**config.mk**
```make
export PLATFORM = sky130hd
export DESIGN_NAME = ucg_clock_gen
export DESIGN_NICKNAME = d
export VERILOG_FILES = /design/src/ucg_pkg.sv /design/src/ucg_edge_if.sv /design/src/ucg_ext_sync.sv /design/src/ucg_clock_gen.sv
export SDC_FILE = /design/constraint.sdc
export NUM_CORES = 1
export LEC_CHECK = 0
export ABC_AREA = 1
export ABC_CLOCK_PERIOD_IN_PS = 4650
export BUFFER_PORTS_ARGS = -buffer_cell sky130_fd_sc_hd__buf_2
export CORE_MARGIN = 2
export CORE_UTILIZATION = 57
export DETAILED_ROUTE_END_ITERATION = 8
export PLACE_DENSITY = 0.88
export SLEW_MARGIN = 20
export SYNTH_ARGS = -nofsm -noshare
export SYNTH_HDL_FRONTEND = slang
export SYNTH_HIERARCHICAL = 1
export SYNTH_SLANG_ARGS = --single-unit
```
**constraint.sdc**
```tcl
create_clock -name clk -period 4.65 [get_ports clk]
set_clock_uncertainty 0.2 [all_clocks]
set_input_delay 0.6975 -clock clk [delete_from_list [all_inputs] [get_ports clk]]
set_output_delay 0.6975 -clock clk [all_outputs]
set_load 0.03 [all_outputs]
```
**src/ucg_pkg.sv**
```systemverilog
package ucg_pkg;
    // Register byte addresses
    localparam logic [11:0] UCG_ADDR_CTRL = 12'h000;
    localparam logic [11:0] UCG_ADDR_DIV_LOW = 12'h004;
    localparam logic [11:0] UCG_ADDR_DIV_HIGH = 12'h008;
    localparam logic [11:0] UCG_ADDR_STATUS = 12'h00C;
    // Control register fields
    localparam int UCG_CTRL_SYNC_BIT = 0;
    localparam int UCG_CTRL_DSPEED_BIT = 1;
    localparam int UCG_CTRL_DIR_BIT = 2;
    localparam int UCG_CTRL_POL_BIT = 3;
    // Divisor layout
    localparam int UCG_DIV_W = 12;
    localparam int UCG_DIV_LOW_W = 8;
    localparam int UCG_DIV_HIGH_W = 4;
    localparam logic [11:0] UCG_DIV_RESET = 12'h000;
    // Prescale ratios after the generator, minus one
    localparam logic [3:0] UCG_RATIO_NORMAL = 4'hF;
    localparam logic [3:0] UCG_RATIO_DOUBLE = 4'h7;
    localparam logic [3:0] UCG_RATIO_SYNC = 4'h1;
    // Clock source modes
    typedef enum logic [1:0] {
        ucg_async_normal,
        ucg_async_double,
        ucg_sync_master,
        ucg_sync_slave
    } ucg_mode_e;
endpackage

```
**src/ucg_edge_if.sv**
```systemverilog
`timescale 1ns/1ps
// Edge events from the external transfer clock path
interface ucg_edge_if;
    logic rise;
    logic fall;
    logic level;
    modport src (output rise, output fall, output level);
    modport dst (input rise, input fall, input level);
endinterface

```
**src/ucg_ext_sync.sv**
```systemverilog
`timescale 1ns/1ps
// Synchroniser and edge detector for the external transfer clock
module ucg_ext_sync
    import ucg_pkg::*;
(
    input wire logic clk,
    input wire logic reset_n,
    input wire logic enable,
    input wire logic xfer_clk_pin_i,
    ucg_edge_if.src edges
);
    logic meta_r;
    logic sync_r;
    logic prev_r;

    // Two-stage synchroniser, then one stage for edge history
    always_ff @(posedge clk or negedge reset_n) begin
        if (!reset_n) begin
            meta_r <= 1'b0;
            sync_r <= 1'b0;
            prev_r <= 1'b0;
        end else begin
            meta_r <= xfer_clk_pin_i;
            sync_r <= meta_r;
            prev_r <= sync_r;
        end
    end

    // Edge pulses only while slave mode uses the pin
    assign edges.rise = enable && sync_r && !prev_r;
    assign edges.fall = enable && !sync_r && prev_r;
    assign edges.level = sync_r;
endmodule

```
**src/ucg_clock_gen.sv**
```systemverilog
// The register addresses and the APB slave port are this design's own decisions.
`timescale 1ns/1ps
// Overview of operation
// - Four clock modes; a mode-select bit picks async or sync family.
// - A double-speed bit selects double-speed operation, async only.
// - In sync mode the pin direction picks master (output) or slave (input).
// - The transfer-clock pin is used only in synchronous modes.
// - The baud generator serves both async modes and sync master.
// - Down-counter reloads at zero and on every low divisor byte write.
// - One generator pulse per zero count: rate is clock over divisor plus one.
// - Divisor is twelve bits, high and low parts, 0 to 4095.
// - Transmit clock is generator output divided by 2, 8 or 16 per mode.
// - Receiver gets generator pulses and a 2, 8 or 16 state recovery count.
// - Normal async bit rate is clock over sixteen times divisor plus one.
// - Double-speed bit rate is clock over eight times divisor plus one.
// - Double-speed bit is ignored in sync modes; software keeps it clear.
// - Double speed drops transmit and receive ratio from 16 to 8.
// - External pin clock serves synchronous slave mode only.
// - External clock passes synchroniser and edge detector, two clocks delay.
// - Sync data sampled on edge opposite the change edge, set by polarity.
module ucg_clock_gen
    import ucg_pkg::*;
#(
    parameter int DIV_W = UCG_DIV_W
) (
    input wire logic clk,
    input wire logic reset_n,
    input wire logic psel,
    input wire logic penable,
    input wire logic pwrite,
    input wire logic [11:0] paddr,
    input wire logic [31:0] pwdata,
    output logic [31:0] prdata,
    output logic pready,
    output logic pslverr,
    input wire logic xfer_clk_pin_i,
    output logic xfer_clk_pin_o,
    output logic xfer_clk_pin_oe,
    output logic tx_clk_en,
    output logic rx_clk_en,
    output logic [3:0] rx_sample_phase,
    output logic sync_change_en,
    output logic sync_sample_en,
    output logic [1:0] clk_mode
);
    initial begin
        if (DIV_W != UCG_DIV_LOW_W + UCG_DIV_HIGH_W) begin
            $error("ucg_clock_gen: DIV_W must equal the low plus high divisor widths");
        end
    end

    logic sync_mode_select_r;
    logic double_speed_bit_r;
    logic xfer_clk_pin_direction_r;
    logic sync_clock_polarity_r;
    logic [UCG_DIV_LOW_W-1:0] baud_divisor_low_r;
    logic [UCG_DIV_HIGH_W-1:0] baud_divisor_high_r;
    logic [DIV_W-1:0] count_r;
    logic [3:0] tx_div_r;
    logic [3:0] rx_state_r;
    logic xck_out_r;
    logic tx_clk_en_r;
    logic rx_clk_en_r;
    logic change_en_r;
    logic sample_en_r;
    ucg_mode_e mode;
    logic wr_en;
    logic low_wr;
    logic gen_tick;
    logic gen_on;
    logic slave_on;
    logic [3:0] ratio;
    logic [DIV_W-1:0] div_full;
    logic [31:0] rd_mux;
    ucg_edge_if edges ();

    // APB access decode; every transfer completes in its first access cycle
    assign wr_en = psel && penable && pwrite;
    assign pready = 1'b1;
    assign pslverr = 1'b0;
    assign low_wr = wr_en && (paddr == UCG_ADDR_DIV_LOW);

    // Mode decode from the control bits
    always_comb begin
        if (!sync_mode_select_r) begin
            mode = double_speed_bit_r ? ucg_async_double : ucg_async_normal;
        end else if (xfer_clk_pin_direction_r) begin
            mode = ucg_sync_master;
        end else begin
            mode = ucg_sync_slave;
        end
    end

    // Generator runs for async and sync master only
    assign gen_on = (mode != ucg_sync_slave);
    assign slave_on = (mode == ucg_sync_slave);
    assign div_full = {baud_divisor_high_r, baud_divisor_low_r};

    // Ratio of bit clock to generator pulse, per mode
    function automatic logic [3:0] mode_ratio(input ucg_mode_e m);
        unique case (m)
            ucg_async_normal: mode_ratio = UCG_RATIO_NORMAL;
            ucg_async_double: mode_ratio = UCG_RATIO_DOUBLE;
            ucg_sync_master: mode_ratio = UCG_RATIO_SYNC;
            ucg_sync_slave: mode_ratio = UCG_RATIO_SYNC;
        endcase
    endfunction
    assign ratio = mode_ratio(mode);

    // Control register writes
    always_ff @(posedge clk or negedge reset_n) begin
        if (!reset_n) begin
            sync_mode_select_r <= 1'b0;
            double_speed_bit_r <= 1'b0;
            xfer_clk_pin_direction_r <= 1'b0;
            sync_clock_polarity_r <= 1'b0;
        end else if (wr_en && paddr == UCG_ADDR_CTRL) begin
            sync_mode_select_r <= pwdata[UCG_CTRL_SYNC_BIT];
            double_speed_bit_r <= pwdata[UCG_CTRL_DSPEED_BIT];
            xfer_clk_pin_direction_r <= pwdata[UCG_CTRL_DIR_BIT];
            sync_clock_polarity_r <= pwdata[UCG_CTRL_POL_BIT];
        end
    end

    // Divisor register writes; high part is only staged here
    always_ff @(posedge clk or negedge reset_n) begin
        if (!reset_n) begin
            baud_divisor_low_r <= UCG_DIV_RESET[UCG_DIV_LOW_W-1:0];
            baud_divisor_high_r <= UCG_DIV_RESET[DIV_W-1:UCG_DIV_LOW_W];
        end else begin
            if (low_wr) begin
                baud_divisor_low_r <= pwdata[UCG_DIV_LOW_W-1:0];
            end
            if (wr_en && paddr == UCG_ADDR_DIV_HIGH) begin
                baud_divisor_high_r <= pwdata[UCG_DIV_HIGH_W-1:0];
            end
        end
    end

    // Baud down-counter, reloads at zero or on low byte write
    always_ff @(posedge clk or negedge reset_n) begin
        if (!reset_n) begin
            count_r <= UCG_DIV_RESET;
        end else if (low_wr) begin
            count_r <= {baud_divisor_high_r, pwdata[UCG_DIV_LOW_W-1:0]};
        end else if (count_r == '0) begin
            count_r <= div_full;
        end else begin
            count_r <= count_r - 1'b1;
        end
    end

    // One generator pulse per zero count
    assign gen_tick = gen_on && !low_wr && (count_r == '0);

    // Transmit prescaler: divide generator pulses by 2, 8 or 16
    always_ff @(posedge clk or negedge reset_n) begin
        if (!reset_n) begin
            tx_div_r <= 4'h0;
            tx_clk_en_r <= 1'b0;
            xck_out_r <= 1'b0;
        end else begin
            tx_clk_en_r <= 1'b0;
            if (!gen_on) begin
                tx_div_r <= 4'h0;
                xck_out_r <= 1'b0;
            end else if (gen_tick) begin
                if (tx_div_r >= ratio) begin
                    tx_div_r <= 4'h0;
                    tx_clk_en_r <= 1'b1;
                end else begin
                    tx_div_r <= tx_div_r + 4'h1;
                end
                // Master pin clock toggles each generator pulse: rate over two
                xck_out_r <= (mode == ucg_sync_master) ? !xck_out_r : 1'b0;
            end
        end
    end

    // Receiver recovery state counter and base clock
    always_ff @(posedge clk or negedge reset_n) begin
        if (!reset_n) begin
            rx_state_r <= 4'h0;
            rx_clk_en_r <= 1'b0;
        end else begin
            rx_clk_en_r <= gen_on ? gen_tick : edges.rise || edges.fall;
            if (gen_tick || (slave_on && (edges.rise || edges.fall))) begin
                rx_state_r <= (rx_state_r >= ratio) ? 4'h0 : rx_state_r + 4'h1;
            end else if (rx_state_r > ratio) begin
                rx_state_r <= 4'h0;
            end
        end
    end

    // Sync change and sample strobes on opposite pin edges
    always_ff @(posedge clk or negedge reset_n) begin
        if (!reset_n) begin
            change_en_r <= 1'b0;
            sample_en_r <= 1'b0;
        end else if (!sync_mode_select_r) begin
            change_en_r <= 1'b0;
            sample_en_r <= 1'b0;
        end else if (slave_on) begin
            change_en_r <= sync_clock_polarity_r ? edges.fall : edges.rise;
            sample_en_r <= sync_clock_polarity_r ? edges.rise : edges.fall;
        end else begin
            // Master: next pin level is the toggled value
            change_en_r <= gen_tick && (sync_clock_polarity_r == xck_out_r);
            sample_en_r <= gen_tick && (sync_clock_polarity_r != xck_out_r);
        end
    end

    // External pin path, active only in slave mode
    ucg_ext_sync u_ext_sync (
        .clk(clk),
        .reset_n(reset_n),
        .enable(slave_on),
        .xfer_clk_pin_i(xfer_clk_pin_i),
        .edges(edges)
    );

    // Pin drive only in sync master
    assign xfer_clk_pin_o = xck_out_r;
    assign xfer_clk_pin_oe = (mode == ucg_sync_master);

    // Read data mux
    always_comb begin
        rd_mux = 32'h0000_0000;
        unique case (paddr)
            UCG_ADDR_CTRL: begin
                rd_mux[UCG_CTRL_SYNC_BIT] = sync_mode_select_r;
                rd_mux[UCG_CTRL_DSPEED_BIT] = double_speed_bit_r;
                rd_mux[UCG_CTRL_DIR_BIT] = xfer_clk_pin_direction_r;
                rd_mux[UCG_CTRL_POL_BIT] = sync_clock_polarity_r;
            end
            UCG_ADDR_DIV_LOW: rd_mux[UCG_DIV_LOW_W-1:0] = baud_divisor_low_r;
            UCG_ADDR_DIV_HIGH: rd_mux[UCG_DIV_HIGH_W-1:0] = baud_divisor_high_r;
            UCG_ADDR_STATUS: begin
                rd_mux[DIV_W-1:0] = count_r;
                rd_mux[DIV_W+1:DIV_W] = mode;
                rd_mux[DIV_W+2] = edges.level;
            end
            default: rd_mux = 32'h0000_0000;
        endcase
    end

    // Read data register
    always_ff @(posedge clk or negedge reset_n) begin
        if (!reset_n) begin
            prdata <= 32'h0000_0000;
        end else if (psel && !penable && !pwrite) begin
            prdata <= rd_mux;
        end
    end

    // Clock enable outputs
    assign tx_clk_en = tx_clk_en_r;
    assign rx_clk_en = rx_clk_en_r;
    assign rx_sample_phase = rx_state_r;
    assign sync_change_en = change_en_r;
    assign sync_sample_en = sample_en_r;
    assign clk_mode = mode;
endmodule

```
# Word-level counts from Yosys, hierarchy flattened

Cells that the tools add are included.

Add/subtract/negate cells: 3
Order comparisons: 3
Eq/ne operators: 10
Mux-type cells: 28
Reduce and logical (&&, ||, !) cells: 29

Operators with widths:

| operator              | count |
|---|---|
| $eq 12x4->1 const B   | 2 |
| $logic_not 12->1      | 2 |
| $mux 12               | 2 |
| $mux 4                | 6 |
| $logic_and 1x1->1     | 16 |
| $pmux 4 s4            | 1 |
| $mux 1                | 15 |
| $eq 12x3->1 const B   | 1 |
| $pmux 4 s3            | 1 |
| $sub 12x1->12 const B | 1 |
| $add 4x1->4 const B   | 2 |
| $ge 4x4->1            | 2 |
| $pmux 4 s2            | 1 |
| $mux 7                | 1 |
| $logic_not 1->1       | 6 |
| $eq 2x2->1 const B    | 2 |
| $gt 4x4->1            | 1 |
| $ne 2x2->1 const B    | 2 |
| $eq 2x1->1 const B    | 1 |
| $logic_not 2->1       | 1 |
| $logic_or 1x1->1      | 2 |
| $mux 2                | 1 |
| $reduce_bool 2->1     | 1 |
| $reduce_or 2->1       | 1 |
| 2 further kinds       | 2 |

Register bits after elaboration: 59
Bits of input ports: 50
Output and inout bits: 46
Word-level logic and storage cells: 91

# Depth between registers and ports, before layout

Depth after elaboration: 9
Gate-level depth with buffers: 10
Gate-level depth less buffers: 10

# Hierarchy

Netlist, hierarchy kept.

By module, submodules not included:

| module        | instances | cells an instance | area each (sq um) | seq. area each (sq um) |
|---|---|---|---|---|
| ucg_clock_gen | 1         | 434               | 3363.2            | 1401.3 |
| ucg_ext_sync  | 1         | 7                 | 90.1              | 75.1 |

# Worst setup path after synthesis

OpenSTA, ideal clock, no wires.

Path kind: input to register
Start: input paddr[3]
End: register count_r[6]
Setup time: 124 ps
Data arrival time: 1557 ps
Data required time: 4326 ps
Path slack: 2769 ps
Cell stages on the path: 8
Path buffers: 2
Path through: inv_2 nand2_2 nor2_4 nand3_4 buf_6 buf_6 o211ai_1 nand2_1

Longest elaborated chain between the ends: 3

RTL lines:

| item                 | RTL line             | RTL |
|---|---|---|
| from (decl)          | ucg_clock_gen.sv:31  | `input wire logic [11:0] paddr,` |
| $eq 12x3->1          | ucg_clock_gen.sv:81  | `assign low_wr = wr_en && (paddr == UCG_ADDR_DIV_LOW);` |
| $logic_and 1x1->1    | ucg_clock_gen.sv:81  |  |
| $mux 12              | ucg_clock_gen.sv:144 | `end else if (low_wr) begin` |
| to (signal assigned) | ucg_clock_gen.sv:145 | `count_r <= {baud_divisor_high_r, pwdata[UCG_DIV_LOW_W-1:0]};` |
| to (signal assigned) | ucg_clock_gen.sv:147 | `count_r <= div_full;` |
| to (signal assigned) | ucg_clock_gen.sv:149 | `count_r <= count_r - 1'b1;` |
| to (decl)            | ucg_clock_gen.sv:58  | `logic [DIV_W-1:0] count_r;` |

Every way passes these cells.
A chain may end at the register's enable or synchronous reset.

# Worst setup path after layout

Start: register sync_mode_select_r
End: output clk_mode[0]

Longest elaborated chain between the ends: 1

RTL lines:

| item                   | RTL line             | RTL |
|---|---|---|
| from (decl)            | ucg_clock_gen.sv:52  | `logic sync_mode_select_r;` |
| from (signal assigned) | ucg_clock_gen.sv:118 | `sync_mode_select_r <= pwdata[UCG_CTRL_SYNC_BIT];` |
| $mux 2                 | ucg_clock_gen.sv:85  | `if (!sync_mode_select_r) begin` |
| to (decl)              | ucg_clock_gen.sv:44  | `output logic [1:0] clk_mode` |

Every way passes these cells.

==> impl_metrics.yaml <==
detailed_routing:
  drc: 0
  ant_nets: 0
  postRouteWirelength_um: 7460
  drt_iter0_markers: 291
  viasPerCell: 5.21
  vias: 2996
  dr.pass1.iters: 4
  routedWlPerCell_um: 13.0
place:
  place_ws_ns: 1.90
  dp.cells: 559
  io_buffers: 52
  gp_congestion: 0.947
  dp_hpwl_um: 5460
floorplanning:
  ios: 96
  dieWidth_um: 81.8
  die_h_um: 81.8
  core_mm2: 0.00589
  die-area_mm2: 0.00670
  rows: 28
  start_util_pct: 58.7
synth:
  synthSimpleGateAreaFrac_pct: 31.8
  synthMuxAreaShare_pct: 0
  synth-async-reset-ratio_pct: 100
  synthAdderAreaFrac_pct: 3.62
  avgSynthCellArea_um2: 7.83
  ys_seq_elements: 59
  ys_types: 36
  syn-cell-area_mm2: 0.00345
  synth_compound_area_share_pct: 9.67
  ys.flop_type: "dfrtp_1"
  ys_warn_count: 6
  synthXorXnorAreaFrac_pct: 1.52
  synthCells: 441
  ys_seq_area_share_pct: 42.8
  synth_edf_count: 0
  synth_top_family_by_area: "simple AND/OR/NAND/NOR gates"
cts:
  cts_setup_buffers: 0
  tritoncts: "yes"
  clk_pin_slew_ns: 0.07
  hold_buffers: 0
  cts_buffers: 9
  clock_latency_ns: 0.35
  cts_buffer_depth: 2
  cts_root_buf: "clkbuf_8"
  cts_max_level: 3
  ctsResizeCount: 0
  cts_sinks: 59
worst_setup_path:
  critPathMaxStageDelay_ns: 0.58
  cp_num_buf_inv: 2
  arrival_ns: 1.61
  cp_cell_sequence: "nand2_1 > nand2_2 > inv_1 > buf_2"
  r2r_cells: 10
  endpoint_kind: "primary output"
  critPathMaxFanout: 10
  worst_setup_path_start_kind: "register"
  crit_cells: 4
  critPathSlowestCell: "dfrtp_1"
  crit_type: "reg2out"
  crit_family: "flip-flops"
  required_ns: 3.75
worst_hold_path:
  hold_path_class: "reg2reg"
  hold_depth: 0
grt:
  antenna_found_initial: 0
  grt_pass1_vias: 2771
  grtUsageMet1_pct: 31.4
  top_usage_layer: "met2"
  gr-total-overflow: 0
  grt_pass1_wl_um: 12600
  gr-usage-all-layers_pct: 24.9
  grt_max_degree: 60
  grt_use_met2_pct: 41.2
  use_met3_pct: 5.71
finish:
  final_layout_size_suffix_gt1_share_pct: 19.6
  seq_area_mm2: 0.00148
  antenna_cells: 0
  synthToLayoutAreaGrowth_pct: 12.7
  fillCellCount: 504
  nNetsFinal: 555
  instances_no_fill: 575
  mostFrequentLayoutCells: "130 x nand2_1, 59 x dfrtp_1, 52 x buf_2"
  final_common_cell: "nand2_1"
  multi_input_area_mm2: 0.00168
  fin_util_pct: 66.1
job:
  maxCapViolCount: 0
timing:
  setup_viol_count_final: 0
  fin_ws_ns: 2.14
  timing.final.crit_period_ns: 2.51
  final.period_utilization_pct: 53.9
  hold_viol: 0
  maxSlewViolCount: 0
  tns_ns: 0
  max_freq_mhz: 399
  holdWs_ns: 0.156
  worst_pin_slew_ns: 0.736
  rsz0062_at_grt: "false"
  slew_headroom_pct: 50.9
power:
  ir_drop_v: 0.000305
  powerDensity_mw_per_mm2: 365
  power.leakage_nw: 2.13
status:
  status: "finished clean"
## metal layers
metal  vias up  share of wire [%]
met1      1381                 43
met4         0                1.8
met2       103                 49
li1       1501                  -
met5         -                  0
met3        11                6.2
## area by class of cell
cell class / instances / share of cell area (%)
multi-input combinational: 329 / 43.2
sequential: 59 / 37.9
clock buffer: 11 / 3.38
timing repair buffer: 54 / 7.07
tap: 75 / 2.41
clock inverter: 5 / 1.99
inverter: 42 / 4.05
## logic make-up after synthesis
| group | count (synthesis) |
|---|---|
| and+or+nand+nor | 237 |
| buffers and inverters | 70 |
| DFF | 59 |
| AOI/OAI and AO/OA | 57 |
| adders and majority gates | 10 |
| xor gates and xnor gates | 6 |
| other | 2 |
## path summary, 6_finish.rpt
check                                   start                     end  slack [ns]
max                        sync_mode_select_r             clk_mode[0]        2.14
min                         u_ext_sync/meta_r  u_ext_sync/edges.level        0.16
max reg2reg                sync_mode_select_r          sync_sample_en        2.39
min reg2reg                 u_ext_sync/meta_r  u_ext_sync/edges.level        0.16
max in group asynchronous             reset_n   baud_divisor_low_r[6]        3.46
min in group asynchronous             reset_n              prdata[14]        0.29
## synthesized netlist by cell type (2+ instances only)
cell	instances	share of area, %
nand2_1	130	14
nor3_1	3	0.43
o31ai_1	6	1.3
dfrtp_1	59	43
nor2_2	3	0.54
nand3_1	35	5.1
o21ai_0	29	4.2
buf_4	21	4.6
buf_2	3	0.43
o21a_1	3	0.65
inv_1	35	3.8
clkbuf_1	2	0.22
nand4_1	7	1.3
nor2_4	5	1.6
buf_6	2	0.65
xnor2_1	2	0.51
nor4_1	2	0.36
nand3_2	2	0.58
conb_1	2	0.22
ha_1	10	3.6
o21ai_1	4	0.58
xor2_1	4	1.0
nand2_4	3	0.98
inv_2	6	0.65
or2_2	3	0.54
nand2_2	3	0.54
o211ai_1	4	0.87
a21oi_1	8	1.2
nor2_1	37	4.0
nor3_4	2	0.94
## per-stage QoR
stage          instance area [um^2]  total power, mW
6_report                       3890             1.42
5_1_grt                        3890             1.50
4_1_cts                        3890             1.42
3_5_place_dp                   3680            0.921
3_3_place_gp                   3680            0.909
2_1_floorplan                  3520            0.848
## report_power, final
part	switching (mW)	internal, mW	total [mW]
clock	0.207	0.300	0.507
combinational	0.205	0.100	0.305
sequential	0.0532	0.555	0.609
total	0.465	0.956	1.42
## worst reg2reg max path, stage by stage (launching register included)
cell and delay, ns:
dfrtp_1 0.58, inv_2 0.16, nand2_2 0.13, nand2_2 0.10, nor2_4 0.25, nand2_1 0.08, nor2_1 0.19, o21ai_0 0.13
o21ai_0 0.18, nand2_1 0.07, nor2_1 0.12
## state kept, by name (all words and copies together) (netlist names)
signal                    cells
u_ext_sync/prev_r             1
rx_sample_phase               4
prdata                       15
rx_clk_en                     1
baud_divisor_high_r           4
u_ext_sync/edges.level        1
sync_mode_select_r            1
sync_sample_en                1
sync_clock_polarity_r         1
sync_change_en                1
xfer_clk_pin_direction_r      1
tx_clk_en                     1
baud_divisor_low_r            8
xfer_clk_pin_o                1
tx_div_r                      4
double_speed_bit_r            1
count_r                      12
u_ext_sync/meta_r             1
Power figures use the tool's default switching activity.
